### config.mk
export PLATFORM = sky130hd
export DESIGN_NAME = smart_card_status_flags
export DESIGN_NICKNAME = d
export VERILOG_FILES = /design/src/core/scstat_pkg.sv /design/src/core/etu_delay_timer.sv /design/src/core/read_clear_flag.sv /design/src/core/smart_card_status_flags.sv
export SDC_FILE = /design/constraint.sdc
export NUM_CORES = 1
export LEC_CHECK = 0
export ABC_AREA = 1
export ABC_CLOCK_PERIOD_IN_PS = 1500
export CORE_ASPECT_RATIO = 0.8
export CORE_MARGIN = 1.5
export CORE_UTILIZATION = 50
export CTS_CLUSTER_DIAMETER = 100
export DETAILED_ROUTE_END_ITERATION = 7
export DONT_BUFFER_PORTS = 1
export GPL_ROUTABILITY_DRIVEN = 0
export RECOVER_POWER = 50
export SETUP_SLACK_MARGIN = 0.3
export SYNTH_ARGS = -nofsm -noshare
export SYNTH_HDL_FRONTEND = slang
export SYNTH_SLANG_ARGS = --single-unit
export TNS_END_PERCENT = 100
### constraint.sdc
create_clock -name i_mclk -period 1.5 [get_ports i_mclk]
set_clock_uncertainty 0.05 [all_clocks]
set_input_delay 0.375 -clock i_mclk [delete_from_list [all_inputs] [get_ports i_mclk]]
set_output_delay 0.375 -clock i_mclk [all_outputs]
set_load 0.02 [all_outputs]
### src/core/scstat_pkg.sv
package scstat_pkg;

    // ****************************************
    // Register map (byte addresses, one word each)
    // ****************************************
    localparam logic [3:0] ADDR_STATUS     = 4'h0;
    localparam logic [3:0] ADDR_CONTROL    = 4'h4;
    localparam logic [3:0] ADDR_IRQ_STATUS = 4'h8;
    localparam logic [3:0] ADDR_IRQ_MASK   = 4'hC;

    // ****************************************
    // Field positions
    // ****************************************
    localparam int BIT_PARITY_FAULT  = 3;
    localparam int BIT_TRANSMIT_DONE = 2;
    localparam int BIT_MULTIPROC_RX  = 1;
    localparam int BIT_MULTIPROC_TX  = 0;
    localparam int IRQ_PARITY        = 0;
    localparam int IRQ_DONE          = 1;
    localparam int CONTROL_WIDTH     = 5;
    localparam int IRQ_WIDTH         = 2;

    // ****************************************
    // Types
    // ****************************************
    typedef struct packed {
        logic clocked_sync;
        logic block_mode;
        logic guard_shorten;
        logic rx_enable;
        logic tx_enable;
    } ctrl_t;

    typedef struct packed {
        logic parity_fault;
        logic transmit_done;
        logic multiproc_rx;
        logic multiproc_tx;
    } status_t;

    // ****************************************
    // Values after reset
    // ****************************************
    localparam logic  PARITY_FAULT_RESET  = 1'b0;
    localparam logic  TRANSMIT_DONE_RESET = 1'b1;
    localparam logic  MULTIPROC_RX_VALUE  = 1'b0;
    localparam logic  MULTIPROC_TX_RESET  = 1'b0;
    localparam ctrl_t CONTROL_RESET       = '{default: 1'b0};
    localparam logic [IRQ_WIDTH-1:0] IRQ_MASK_RESET = 2'h0;

    // ****************************************
    // Transmit-done delays, in bit times; counted in half-bit ticks
    // ****************************************
    localparam real DONE_DELAY_NORMAL_ETU = 2.5;
    localparam real DONE_DELAY_BLOCK_ETU  = 1.5;
    localparam real DONE_DELAY_GUARD_ETU  = 1.0;
    localparam int  HALF_TICKS_PER_ETU    = 2;
    localparam logic [2:0] HALF_TICKS_NORMAL =
        3'(int'(DONE_DELAY_NORMAL_ETU * real'(HALF_TICKS_PER_ETU)));
    localparam logic [2:0] HALF_TICKS_BLOCK =
        3'(int'(DONE_DELAY_BLOCK_ETU * real'(HALF_TICKS_PER_ETU)));
    localparam logic [2:0] HALF_TICKS_GUARD =
        3'(int'(DONE_DELAY_GUARD_ETU * real'(HALF_TICKS_PER_ETU)));

endpackage : scstat_pkg

### src/core/etu_delay_timer.sv
`timescale 1ns/1ns
`default_nettype none

// ****************************************
// Counts half-bit ticks after a start pulse, then pulses done
// ****************************************
module etu_delay_timer (
    input  wire logic       i_mclk,
    input  wire logic       i_srst,
    input  wire logic       i_start,
    input  wire logic       i_tick,
    input  wire logic [2:0] i_count,
    output var  logic       o_done
);

    logic [2:0] remain;
    logic       busy;

    always_ff @(posedge i_mclk) begin
        if (i_srst) begin
            remain <= 3'h0;
            busy   <= 1'b0;
            o_done <= 1'b0;
        end else begin
            o_done <= 1'b0;
            if (i_start) begin
                remain <= i_count;
                busy   <= 1'b1;
            end else if (busy && i_tick) begin
                remain <= remain - 3'h1;
                if (remain == 3'h1) begin
                    busy   <= 1'b0;
                    o_done <= 1'b1;
                end
            end
        end
    end

endmodule : etu_delay_timer
`default_nettype wire

### src/core/read_clear_flag.sv
`timescale 1ns/1ns
`default_nettype none

// ****************************************
// One status flag cleared by writing 0 after reading it as 1
// ****************************************
module read_clear_flag #(
    parameter logic RESET_VAL = 1'b0
) (
    input  wire logic i_mclk,
    input  wire logic i_srst,
    input  wire logic i_set,
    input  wire logic i_read_one,
    input  wire logic i_write_done,
    input  wire logic i_write_zero,
    input  wire logic i_hw_clear,
    output var  logic o_flag
);

    logic armed;
    wire  sw_clear = i_write_zero && armed;

    // Set beats any clear landing in the same cycle
    always_ff @(posedge i_mclk) begin
        if (i_srst) begin
            o_flag <= RESET_VAL;
        end else if (i_set) begin
            o_flag <= 1'b1;
        end else if (sw_clear || i_hw_clear) begin
            o_flag <= 1'b0;
        end
    end

    // A write consumes the arming whatever it carried
    always_ff @(posedge i_mclk) begin
        if (i_srst || i_write_done || !o_flag) begin
            armed <= 1'b0;
        end else if (i_read_one) begin
            armed <= 1'b1;
        end
    end

endmodule : read_clear_flag
`default_nettype wire

### src/core/smart_card_status_flags.sv
`timescale 1ns/1ns
`default_nettype none

module smart_card_status_flags
    import scstat_pkg::*;
(
    input  wire logic        i_mclk,
    input  wire logic        i_srst,
    input  wire logic [3:0]  i_address,
    input  wire logic        i_read,
    input  wire logic        i_write,
    input  wire logic [31:0] i_writedata,
    input  wire logic [3:0]  i_byteenable,
    output var  logic [31:0] o_readdata,
    output var  logic        o_waitrequest,
    input  wire logic        i_rx_char_done,
    input  wire logic        i_rx_parity_bad,
    input  wire logic        i_tx_char_end,
    input  wire logic        i_half_etu_tick,
    input  wire logic        i_error_signal_flag,
    input  wire logic        i_transmit_empty_flag,
    input  wire logic        i_tx_hold_write,
    output var  logic        o_holding_load,
    output var  logic        o_receive_full_set,
    output var  logic        o_rx_halt,
    output var  logic        o_tx_halt,
    output var  logic        o_tx_enable_bit,
    output var  logic        o_rx_enable_bit,
    output var  logic        o_guard_shorten_mode,
    output var  logic        o_block_transfer_mode,
    output var  logic        o_transmit_done_flag,
    output var  logic        o_irq
);

    // ****************************************
    // Bus access decode
    // ****************************************
    ctrl_t                ctrl;
    status_t              status;
    logic                 multiproc_tx;
    logic [IRQ_WIDTH-1:0] irq_status;
    logic [IRQ_WIDTH-1:0] irq_mask;
    logic                 parity_fault;
    logic                 transmit_done;
    logic                 prev_parity;
    logic                 prev_done;
    logic                 timer_done;

    // The access completes at the edge where waitrequest is seen low
    wire  bus_req    = i_read || i_write;
    wire  access_end = bus_req && !o_waitrequest;
    wire  wr_done    = access_end && i_write && i_byteenable[0];
    wire  rd_done    = access_end && i_read;
    wire  hit_status = i_address == ADDR_STATUS;
    wire  hit_ctrl   = i_address == ADDR_CONTROL;
    wire  hit_irqs   = i_address == ADDR_IRQ_STATUS;
    wire  hit_mask   = i_address == ADDR_IRQ_MASK;
    wire  wr_status  = wr_done && hit_status;
    wire  rd_status  = rd_done && hit_status;

    // ****************************************
    // Read mux
    // ****************************************
    assign status = '{parity_fault:  parity_fault,
                      transmit_done: transmit_done,
                      multiproc_rx:  MULTIPROC_RX_VALUE,
                      multiproc_tx:  multiproc_tx};

    wire [31:0] read_mux =
        hit_status ? {28'h0000000, status} :
        hit_ctrl   ? {27'h0000000, ctrl} :
        hit_irqs   ? {30'h00000000, irq_status} :
        hit_mask   ? {30'h00000000, irq_mask} :
                     32'h00000000;

    // One wait cycle: data is latched while waitrequest is high
    always_ff @(posedge i_mclk) begin
        if (i_srst) begin
            o_waitrequest <= 1'b1;
            o_readdata    <= 32'h00000000;
        end else begin
            o_waitrequest <= !(bus_req && o_waitrequest);
            if (bus_req && o_waitrequest && i_read) begin
                o_readdata <= read_mux;
            end
        end
    end

    // ****************************************
    // Software-writable registers
    // ****************************************
    always_ff @(posedge i_mclk) begin
        if (i_srst) begin
            ctrl         <= CONTROL_RESET;
            irq_mask     <= IRQ_MASK_RESET;
            multiproc_tx <= MULTIPROC_TX_RESET;
        end else begin
            // Dropping rx enable touches nothing else here
            if (wr_done && hit_ctrl) begin
                ctrl <= ctrl_t'(i_writedata[CONTROL_WIDTH-1:0]);
            end
            if (wr_done && hit_mask) begin
                irq_mask <= i_writedata[IRQ_WIDTH-1:0];
            end
            // Stored as written; software keeps it at 0 here
            if (wr_status) begin
                multiproc_tx <= i_writedata[BIT_MULTIPROC_TX];
            end
        end
    end

    // ****************************************
    // Parity fault flag
    // ****************************************
    // Characters are ignored while the flag holds reception off
    wire rx_accept  = i_rx_char_done && !parity_fault;
    wire parity_set = rx_accept && i_rx_parity_bad;

    read_clear_flag #(
        .RESET_VAL (PARITY_FAULT_RESET)
    ) u_parity_flag (
        .i_mclk       (i_mclk),
        .i_srst       (i_srst),
        .i_set        (parity_set),
        .i_read_one   (rd_status && o_readdata[BIT_PARITY_FAULT]),
        .i_write_done (wr_status),
        .i_write_zero (wr_status && !i_writedata[BIT_PARITY_FAULT]),
        .i_hw_clear   (1'b0),
        .o_flag       (parity_fault)
    );

    always_ff @(posedge i_mclk) begin
        if (i_srst) begin
            o_holding_load     <= 1'b0;
            o_receive_full_set <= 1'b0;
            o_rx_halt          <= 1'b0;
            o_tx_halt          <= 1'b0;
        end else begin
            o_holding_load     <= rx_accept;
            o_receive_full_set <= rx_accept && !i_rx_parity_bad;
            o_rx_halt          <= parity_fault || parity_set;
            o_tx_halt          <= (parity_fault || parity_set)
                                  && ctrl.clocked_sync;
        end
    end

    // ****************************************
    // Transmit done flag
    // ****************************************
    // Delay in half-bit ticks so 2.5 and 1.5 bit times are exact
    wire [2:0] delay_count = ctrl.guard_shorten ? HALF_TICKS_GUARD :
                             ctrl.block_mode    ? HALF_TICKS_BLOCK :
                                                  HALF_TICKS_NORMAL;

    etu_delay_timer u_done_timer (
        .i_mclk  (i_mclk),
        .i_srst  (i_srst),
        .i_start (i_tx_char_end),
        .i_tick  (i_half_etu_tick),
        .i_count (delay_count),
        .o_done  (timer_done)
    );

    // The error signal flag is sampled from the low error level upstream
    wire done_idle  = !ctrl.tx_enable && !i_error_signal_flag;
    wire done_timed = timer_done && !i_error_signal_flag
                      && i_transmit_empty_flag;

    read_clear_flag #(
        .RESET_VAL (TRANSMIT_DONE_RESET)
    ) u_done_flag (
        .i_mclk       (i_mclk),
        .i_srst       (i_srst),
        .i_set        (done_idle || done_timed),
        .i_read_one   (rd_status && o_readdata[BIT_TRANSMIT_DONE]),
        .i_write_done (wr_status),
        .i_write_zero (wr_status && !i_writedata[BIT_TRANSMIT_DONE]),
        .i_hw_clear   (i_tx_hold_write),
        .o_flag       (transmit_done)
    );

    // ****************************************
    // Interrupts and mirrored control outputs
    // ****************************************
    // Only bits actually returned by the read are cleared, so a late event stays
    wire [IRQ_WIDTH-1:0] irq_events = {transmit_done && !prev_done,
                                       parity_fault && !prev_parity};
    wire [IRQ_WIDTH-1:0] irq_read_clr =
        (rd_done && hit_irqs) ? o_readdata[IRQ_WIDTH-1:0] : 2'h0;
    wire [IRQ_WIDTH-1:0] next_irq_status = (irq_status & ~irq_read_clr) | irq_events;

    always_ff @(posedge i_mclk) begin
        if (i_srst) begin
            prev_parity           <= PARITY_FAULT_RESET;
            prev_done             <= TRANSMIT_DONE_RESET;
            irq_status            <= 2'h0;
            o_irq                 <= 1'b0;
            o_tx_enable_bit       <= 1'b0;
            o_rx_enable_bit       <= 1'b0;
            o_guard_shorten_mode  <= 1'b0;
            o_block_transfer_mode <= 1'b0;
            o_transmit_done_flag  <= TRANSMIT_DONE_RESET;
        end else begin
            prev_parity           <= parity_fault;
            prev_done             <= transmit_done;
            irq_status            <= next_irq_status;
            o_irq                 <= |(next_irq_status & irq_mask);
            o_tx_enable_bit       <= ctrl.tx_enable;
            o_rx_enable_bit       <= ctrl.rx_enable;
            o_guard_shorten_mode  <= ctrl.guard_shorten;
            o_block_transfer_mode <= ctrl.block_mode;
            o_transmit_done_flag  <= transmit_done;
        end
    end

    // ****************************************
    // Assertions
    // ****************************************
    property p_parity_sets;
        @(posedge i_mclk) disable iff (i_srst)
        i_rx_char_done && i_rx_parity_bad && !parity_fault |=> parity_fault;
    endproperty
    a_parity_sets: assert property (p_parity_sets)
        else $error("parity fault not set after bad character");

    property p_bad_char_no_full;
        @(posedge i_mclk) disable iff (i_srst)
        i_rx_char_done && i_rx_parity_bad && !parity_fault
            |=> o_holding_load && !o_receive_full_set;
    endproperty
    a_bad_char_no_full: assert property (p_bad_char_no_full)
        else $error("bad character handling wrong");

    property p_rx_blocked;
        @(posedge i_mclk) disable iff (i_srst)
        parity_fault |=> !o_holding_load && o_rx_halt;
    endproperty
    a_rx_blocked: assert property (p_rx_blocked)
        else $error("reception continued under parity fault");

    property p_tx_halt_sync;
        @(posedge i_mclk) disable iff (i_srst)
        parity_fault && ctrl.clocked_sync |=> o_tx_halt;
    endproperty
    a_tx_halt_sync: assert property (p_tx_halt_sync)
        else $error("transmit not halted in clocked synchronous mode");

    property p_parity_holds;
        @(posedge i_mclk) disable iff (i_srst)
        parity_fault && !wr_status |=> parity_fault;
    endproperty
    a_parity_holds: assert property (p_parity_holds)
        else $error("parity fault cleared without a write");

    property p_write_one_keeps;
        @(posedge i_mclk) disable iff (i_srst)
        wr_status && i_writedata[BIT_PARITY_FAULT] && parity_fault |=> parity_fault;
    endproperty
    a_write_one_keeps: assert property (p_write_one_keeps)
        else $error("writing one cleared the parity fault");

    property p_rx_enable_drop;
        @(posedge i_mclk) disable iff (i_srst)
        wr_done && hit_ctrl && !i_writedata[1] && parity_fault |=> parity_fault;
    endproperty
    a_rx_enable_drop: assert property (p_rx_enable_drop)
        else $error("receiver disable disturbed parity fault");

    property p_done_reset;
        @(posedge i_mclk)
        i_srst |=> transmit_done && o_transmit_done_flag;
    endproperty
    a_done_reset: assert property (p_done_reset)
        else $error("transmit done not one after reset");

    property p_done_idle;
        @(posedge i_mclk) disable iff (i_srst)
        !ctrl.tx_enable && !i_error_signal_flag |=> transmit_done ##1 o_transmit_done_flag;
    endproperty
    a_done_idle: assert property (p_done_idle)
        else $error("transmit done not set while transmitter idle");

    property p_done_timed;
        @(posedge i_mclk) disable iff (i_srst)
        timer_done && !i_error_signal_flag && i_transmit_empty_flag |=> transmit_done;
    endproperty
    a_done_timed: assert property (p_done_timed)
        else $error("transmit done not set after delay");

    property p_delay_normal;
        @(posedge i_mclk) disable iff (i_srst)
        !ctrl.guard_shorten |-> delay_count == (ctrl.block_mode ? 3'h3 : 3'h5);
    endproperty
    a_delay_normal: assert property (p_delay_normal)
        else $error("wrong delay without guard shortening");

    property p_delay_guard;
        @(posedge i_mclk) disable iff (i_srst)
        i_tx_char_end && ctrl.guard_shorten ##1 (!i_half_etu_tick && !i_tx_char_end)
            ##1 (i_half_etu_tick && !i_tx_char_end) ##1 (!i_half_etu_tick && !i_tx_char_end)[*7]
            ##1 i_half_etu_tick && !i_tx_char_end |=> timer_done;
    endproperty
    a_delay_guard: assert property (p_delay_guard)
        else $error("guard mode delay is not one bit time");

    property p_dma_clears;
        @(posedge i_mclk) disable iff (i_srst)
        i_tx_hold_write && ctrl.tx_enable && !timer_done |=> !transmit_done;
    endproperty
    a_dma_clears: assert property (p_dma_clears)
        else $error("transfer unit write did not clear transmit done");

    property p_mprx_zero;
        @(posedge i_mclk) disable iff (i_srst)
        rd_status |-> !o_readdata[BIT_MULTIPROC_RX];
    endproperty
    a_mprx_zero: assert property (p_mprx_zero)
        else $error("multiprocessor receive bit read as one");

    property p_irq_level;
        @(posedge i_mclk) disable iff (i_srst)
        |(irq_status & irq_mask) && !(rd_done && hit_irqs) |=> o_irq;
    endproperty
    a_irq_level: assert property (p_irq_level)
        else $error("interrupt low with unmasked status set");

    c_parity_event: cover property (@(posedge i_mclk) disable iff (i_srst)
        parity_set ##1 wr_status);
    c_timed_done: cover property (@(posedge i_mclk) disable iff (i_srst)
        done_timed && ctrl.tx_enable);
    c_irq_raised: cover property (@(posedge i_mclk) disable iff (i_srst)
        $rose(o_irq));

endmodule : smart_card_status_flags
`default_nettype wire

* Word level (Yosys, flattened, before mapping) *
Cells that the tools add are included.

word-level totals
  memories = 0
  flip-flop bits (word level) = 63
  bits of input ports = 51
  memory bits (writable) = 0
  bits in latches = 0
  output and inout bits = 43
  bits in read-only memories = 0
  logic and storage cells = 106

cells by class
  shift-type cells = 0
  equal/unequal tests = 4
  $add $sub $neg = 1
  bitwise gates (word level) = 5
  $mul = 0
  magnitude comparators = 0
  mux-type cells = 15
  reduce and logical (&&, ||, !) cells = 53
  div/mod/pow operators = 0

operator list
  kind                                                  number
  logical AND 1 bit                                     27
  2-to-1 mux 3 bit                                      4
  logical NOT 1 bit                                     11
  2-to-1 mux 5 bit                                      2
  equality test 4 bit (second input constant)           2
  logical OR 1 bit                                      7
  2-to-1 mux 1 bit                                      6
  2-to-1 mux 2 bit                                      3
  nonzero test 2 bit                                    3
  AND 2 bit                                             2
  equality test 4 x 3 -> 1 bit (second input constant)  1
  logical NOT 4 bit                                     1
  OR reduction 2 bit                                    2
  equality test 3 x 1 -> 1 bit (second input constant)  1
  OR reduction 3 bit                                    1
  subtractor 3 x 1 -> 3 bit (second input constant)     1
  NOT 2 bit                                             1
  bitwise OR 2 bit                                      1
  AND reduction 2 bit                                   1
  NOT 1 bit                                             1

* Depth between registers and ports, before layout *
  word-level depth = 10
  mapped depth = 8
  depth with buffers taken out = 8

* Hierarchy *
From an unflattened synthesis, not the netlist that was laid out.

unflattened totals
  cells, all modules = 243
  area total of the unflattened synthesis = 1791.7 um^2

by module, submodules not included
  module                           seq. area each (um^2)  cells each  instances  area an instance (um^2)
  smart_card_status_flags          540.5                  184         1          1362.6
  etu_delay_timer                  100.1                  39          1          270.3
  read_clear_flag (u_parity_flag)  40.0                   9           1          83.8
  read_clear_flag (u_done_flag)    40.0                   11          1          75.1

* Worst setup path after synthesis *
Ideal clock, no wire load.

  path kind = input to register
  start point = input port i_address[0]
  end point = register ctrl[0] (netlist name)
  path buffers = 0
  library setup time = 116 ps
  required time = 1334 ps
  slack = 319 ps
  arrival time = 1015 ps
  cell stages on the path = 6
  path through = inv_1 > nand2_2 > nor3_4 > nand2_4 > o21ai_0 > nor2_1

on the way
  word-level cells in the longest chain between the ends = 2

ends and longest elaborated chain
  element                       RTL line                        source
  start: declaration            smart_card_status_flags.sv:9    input wire logic [3:0] i_address,
  equality test 4 x 3 -> 1 bit  smart_card_status_flags.sv:55   wire hit_ctrl = i_address == ADDR_CONTROL;
  logical AND 1 bit             smart_card_status_flags.sv:99   if (wr_done && hit_ctrl) begin
  end signal: assignment        smart_card_status_flags.sv:100  ctrl <= ctrl_t'(i_writedata[CONTROL_WIDTH-1:0]);
  end: declaration              smart_card_status_flags.sv:38   ctrl_t ctrl;

Every way passes these cells.
A chain may end at the register's enable or synchronous reset.

* Final worst setup path *
  start point = register o_waitrequest
  end point = output port o_waitrequest

RTL lines
  element                   RTL line                       source
  start: declaration        smart_card_status_flags.sv:15  output var logic o_waitrequest,
  start signal: assignment  smart_card_status_flags.sv:82  o_waitrequest <= !(bus_req && o_waitrequest);

No word-level cell between the ends.

==> metrics.md <==
| Metric | Value |
|---|---|
| Number of warnings reported in the yosys synthesis log | 0 |
| Post-Syn Area per Cell | ~7.4 sq um |
| Cell-by-cell listing of the critical path | buf_6 |
| Run status | finished clean |
| Distinct cell type count after synthesis | 30 |
| Maximum number of pins on one net before global-route repair | 21 |
| Max Slew Vio Count | 0 |
| Antenna diode count | 0 |
| Number of synthesized register bits | 36 |
| Largest fanout on the critical path | 4 |
| Clock tree from TritonCTS | yes |
| Overall Global Routing Usage | 19.24% |
| Total Power Consumption | just under 2 mW |
| Async set-reset flop share out of synthesis | 0% |
| CP max-delay cell | dfxtp_4 |
| Total number of nets in the final design | roughly 290 |
| Complex-gate fraction of the synthesized area | 9.661% |
| Cell accounting for the most synthesized area | dfxtp_1 |
| ANT nets after route | 0 |
| Cell family with most CP delay | flip-flops |
| Type of the setup path with the least slack | register to output pin |
| Drt via density | 4.771 |
| Achievable frequency | 826.7 MHz |
| Multiplexer fraction of the synthesized cell area | 0% |
| Final number of setup-violating endpoints | 0 |
| Clock tree root driver cell | clkbuf_8 |
| Area share of xor/xnor cells in the synthesized design | less than 1% |
| Largest cells by area after synthesis | dfxtp_1 42%, buf_4 12%, nor2_1 8.0% |
| Highest metal layer with signal wires | met4 |
| Chip Width | between 60 and 70 um |
| Req. time, crit path | 1.07 ns |
| Die height | between 50 and 60 um |
| Number of standard cells after synthesis | 228 |
| Post-route clock period utilization | 80.64% |
| First-pass GRT wire length | roughly 5200 um |
| Most instantiated flip-flop cell in the synthesis netlist | dfxtp_1 |
| RSZ-0062 raised after global routing | yes |
| TritonRoute pass-1 iters | 4 |
| Initial drt markers | roughly 120 |
| H-tree level count | 2 |
| Ratio of total power to cell area | 1095 mW/mm^2 |
| Area share of the largest cell type after synthesis | between 40% and 50% |
| Static leakage | about 0.8 nW |
| Total length of routed met3 wires | roughly 420 um |
| Worst-case clock buffer depth | 2 |
| Starting density of the core | a little over half |
| Clock-pin slew on the worst setup and hold paths | around 0.070 ns |
| Number of failing hold endpoints at the final stage | 0 |
| Post-Syn Area | approximately 0.0017 sq mm |
| Fin cells | 279 |
| Post-detailed-route DRC marker count | 0 |
| Arrival time at the worst endpoint | between 0.7 and 0.8 ns |
| CTS Buf Count | 5 |
| Max-cap viol count | 0 |
| Detailed-route wire length | about 3300 um |
| Metal1 wirelength | ~1500 um |
| Cell row count | 18 |
| Antenna violations before repair | 0 |
| Insertion delay to the later sink of the worst-skew pair | approximately 0.28 ns |
| Final core utilization | a little under three fifths |
| Cell total after placement | between 200 and 300 |
| # IOs | 94 |
| Count of flip-flops with a built-in enable after synthesis | 0 |
| Clock period minus final worst setup slack | about 1.2 ns |
| Adder-cell share of the synthesized area | between 1 and 1.5% |
| IR drop worst, VDD | 688.7 uV |
| Number of buffers and inverters on the critical path | 1 |
| Number of global-route vias before repair | approximately 1.2k |
| Post-detailed-route wirelength per cell | ~12 um |
| Main combinational cell family by area after synthesis | simple AND/OR/NAND/NOR gates |
| Commonest cells in the synthesized netlist | 36 x dfxtp_1, 36 x nor2_1, 34 x nand2_1, 28 x inv_1, 27 x buf_4 |
| HPWL after DPL | 2490 um |
| Share of layout cells above drive strength 1 | 11.30% |
| Type of origin of the critical path | register |
| Die outline area | between 0.003 and 0.004 sq mm |
| Core footprint | approximately 0.0032 sq mm |
| Crit-path max cell delay | roughly 0.38 ns |
| Class of the most critical hold timing path | input pin to register |
| Register area share after synthesis | between 40% and 50% |
| Post-synthesis simple-gate area fraction | between 20% and 30% |
| Count of vias placed by the detailed router | approximately 1.3k |
| Accumulated negative setup slack | 0 ns |
| Grt total ovfl | 0 |
| Crit. End Element | output pin |
| Area growth syn-to-layout | 4.425% |
| Port buffer count | 0 |
| TritonCTS Sinks | 36 |
| Wire length on met2 | 1386 um |
[final timing paths]
| kind | startpoint | end | slack [ns] | depth (start not counted) |
|---|---|---|---|---|
| worst max-delay path | o_waitrequest | o_waitrequest | 0.29 | 1 |
| worst min-delay path | i_srst | u_done_timer.busy | 0.11 | 1 |
| worst max register to register | u_done_timer.remain[0] | u_done_timer.remain[1] | 0.29 | 4 |
| worst min register to register | u_parity_flag.armed | u_parity_flag.armed | 0.40 | 2 |
[power by group]
part,internal (mW),total [mW],switching [mW]
registers,0.992,1.04,0.0454
logic,0.0558,0.200,0.144
clock network,0.375,0.702,0.327
total,1.42,1.94,0.517
[sequential cells by signal, indices dropped and copies added, names as in the netlist, 2 cells and up]
signal / cells
ctrl: 5
irq_mask: 2
irq_status: 2
o_readdata: 5
u_done_timer.remain: 3
[routing by layer]
| metal | vias up | track usage (%) |
|---|---|---|
| met5 | - | 0 |
| met4 | 0 | 7.000 |
| met3 | 2 | 7.490 |
| met2 | 63 | 28.32 |
| met1 | 588 | 25.59 |
| li1 | 678 | - |
[stage by stage]
stage | hold WS, ns | area [sq um] | setup WS (ns)
final | 0.1052 | 1772 | 0.2904
after global routing | 0.09323 | 1772 | 0.2107
after CTS | 0.09336 | 1755 | 0.2864
after detailed placement | 0.3961 | 1644 | 0.1878
after global placement | 0.3891 | 1644 | 0.1840
after floorplan | 0.3719 | 1794 | 0.3191
[what timing repair did]
action / CTS / global route
gates resized for setup: 5 / 8
buffers inserted: 1 / 4
hold buffers: 0 / 0
pin swaps: 0 / 2
endpoints found under the setup margin: 4 / 14
[cell families after synthesis]
group | count (synthesis)
compound gates | 31
xor+xnor | 1
fa+ha+maj | 2
buf+inv | 61
flops | 36
other cells | 1
simple gates | 96
[cell usage in the layout, fill, tap and decap left out, types with 2 or more instances in the layout]
| cell type | synthesis | final |
|---|---|---|
| or2_2 | 2 | 2 |
| nand2_1 | 34 | 35 |
| conb_1 | 1 | 27 |
| clkbuf_1 | 1 | 3 |
| nor2_1 | 36 | 37 |
| inv_1 | 28 | 28 |
| nand2_2 | 2 | 2 |
| a31oi_1 | 3 | 3 |
| nor2_2 | 3 | 2 |
| nand3b_1 | 2 | 2 |
| a21oi_1 | 10 | 10 |
| o211ai_1 | 2 | 2 |
| buf_4 | 27 | 4 |
| ha_1 | 2 | 2 |
| nand3_1 | 8 | 8 |
| nor3_1 | 3 | 3 |
| o21ai_0 | 16 | 15 |
| dfxtp_1 | 36 | 33 |
| dfxtp_2 | 0 | 2 |
| clkbuf_8 | 0 | 6 |
[final cells by class]
cell class,instances,area (sq um)
fill,297,1381
sequential,36,726.9
multi-input combinational,157,726.9
inverter,31,125.1
clock buffer,8,90.09
timing repair buffer,7,52.55
tap,40,50.05
Power figures use the tool's default switching activity.
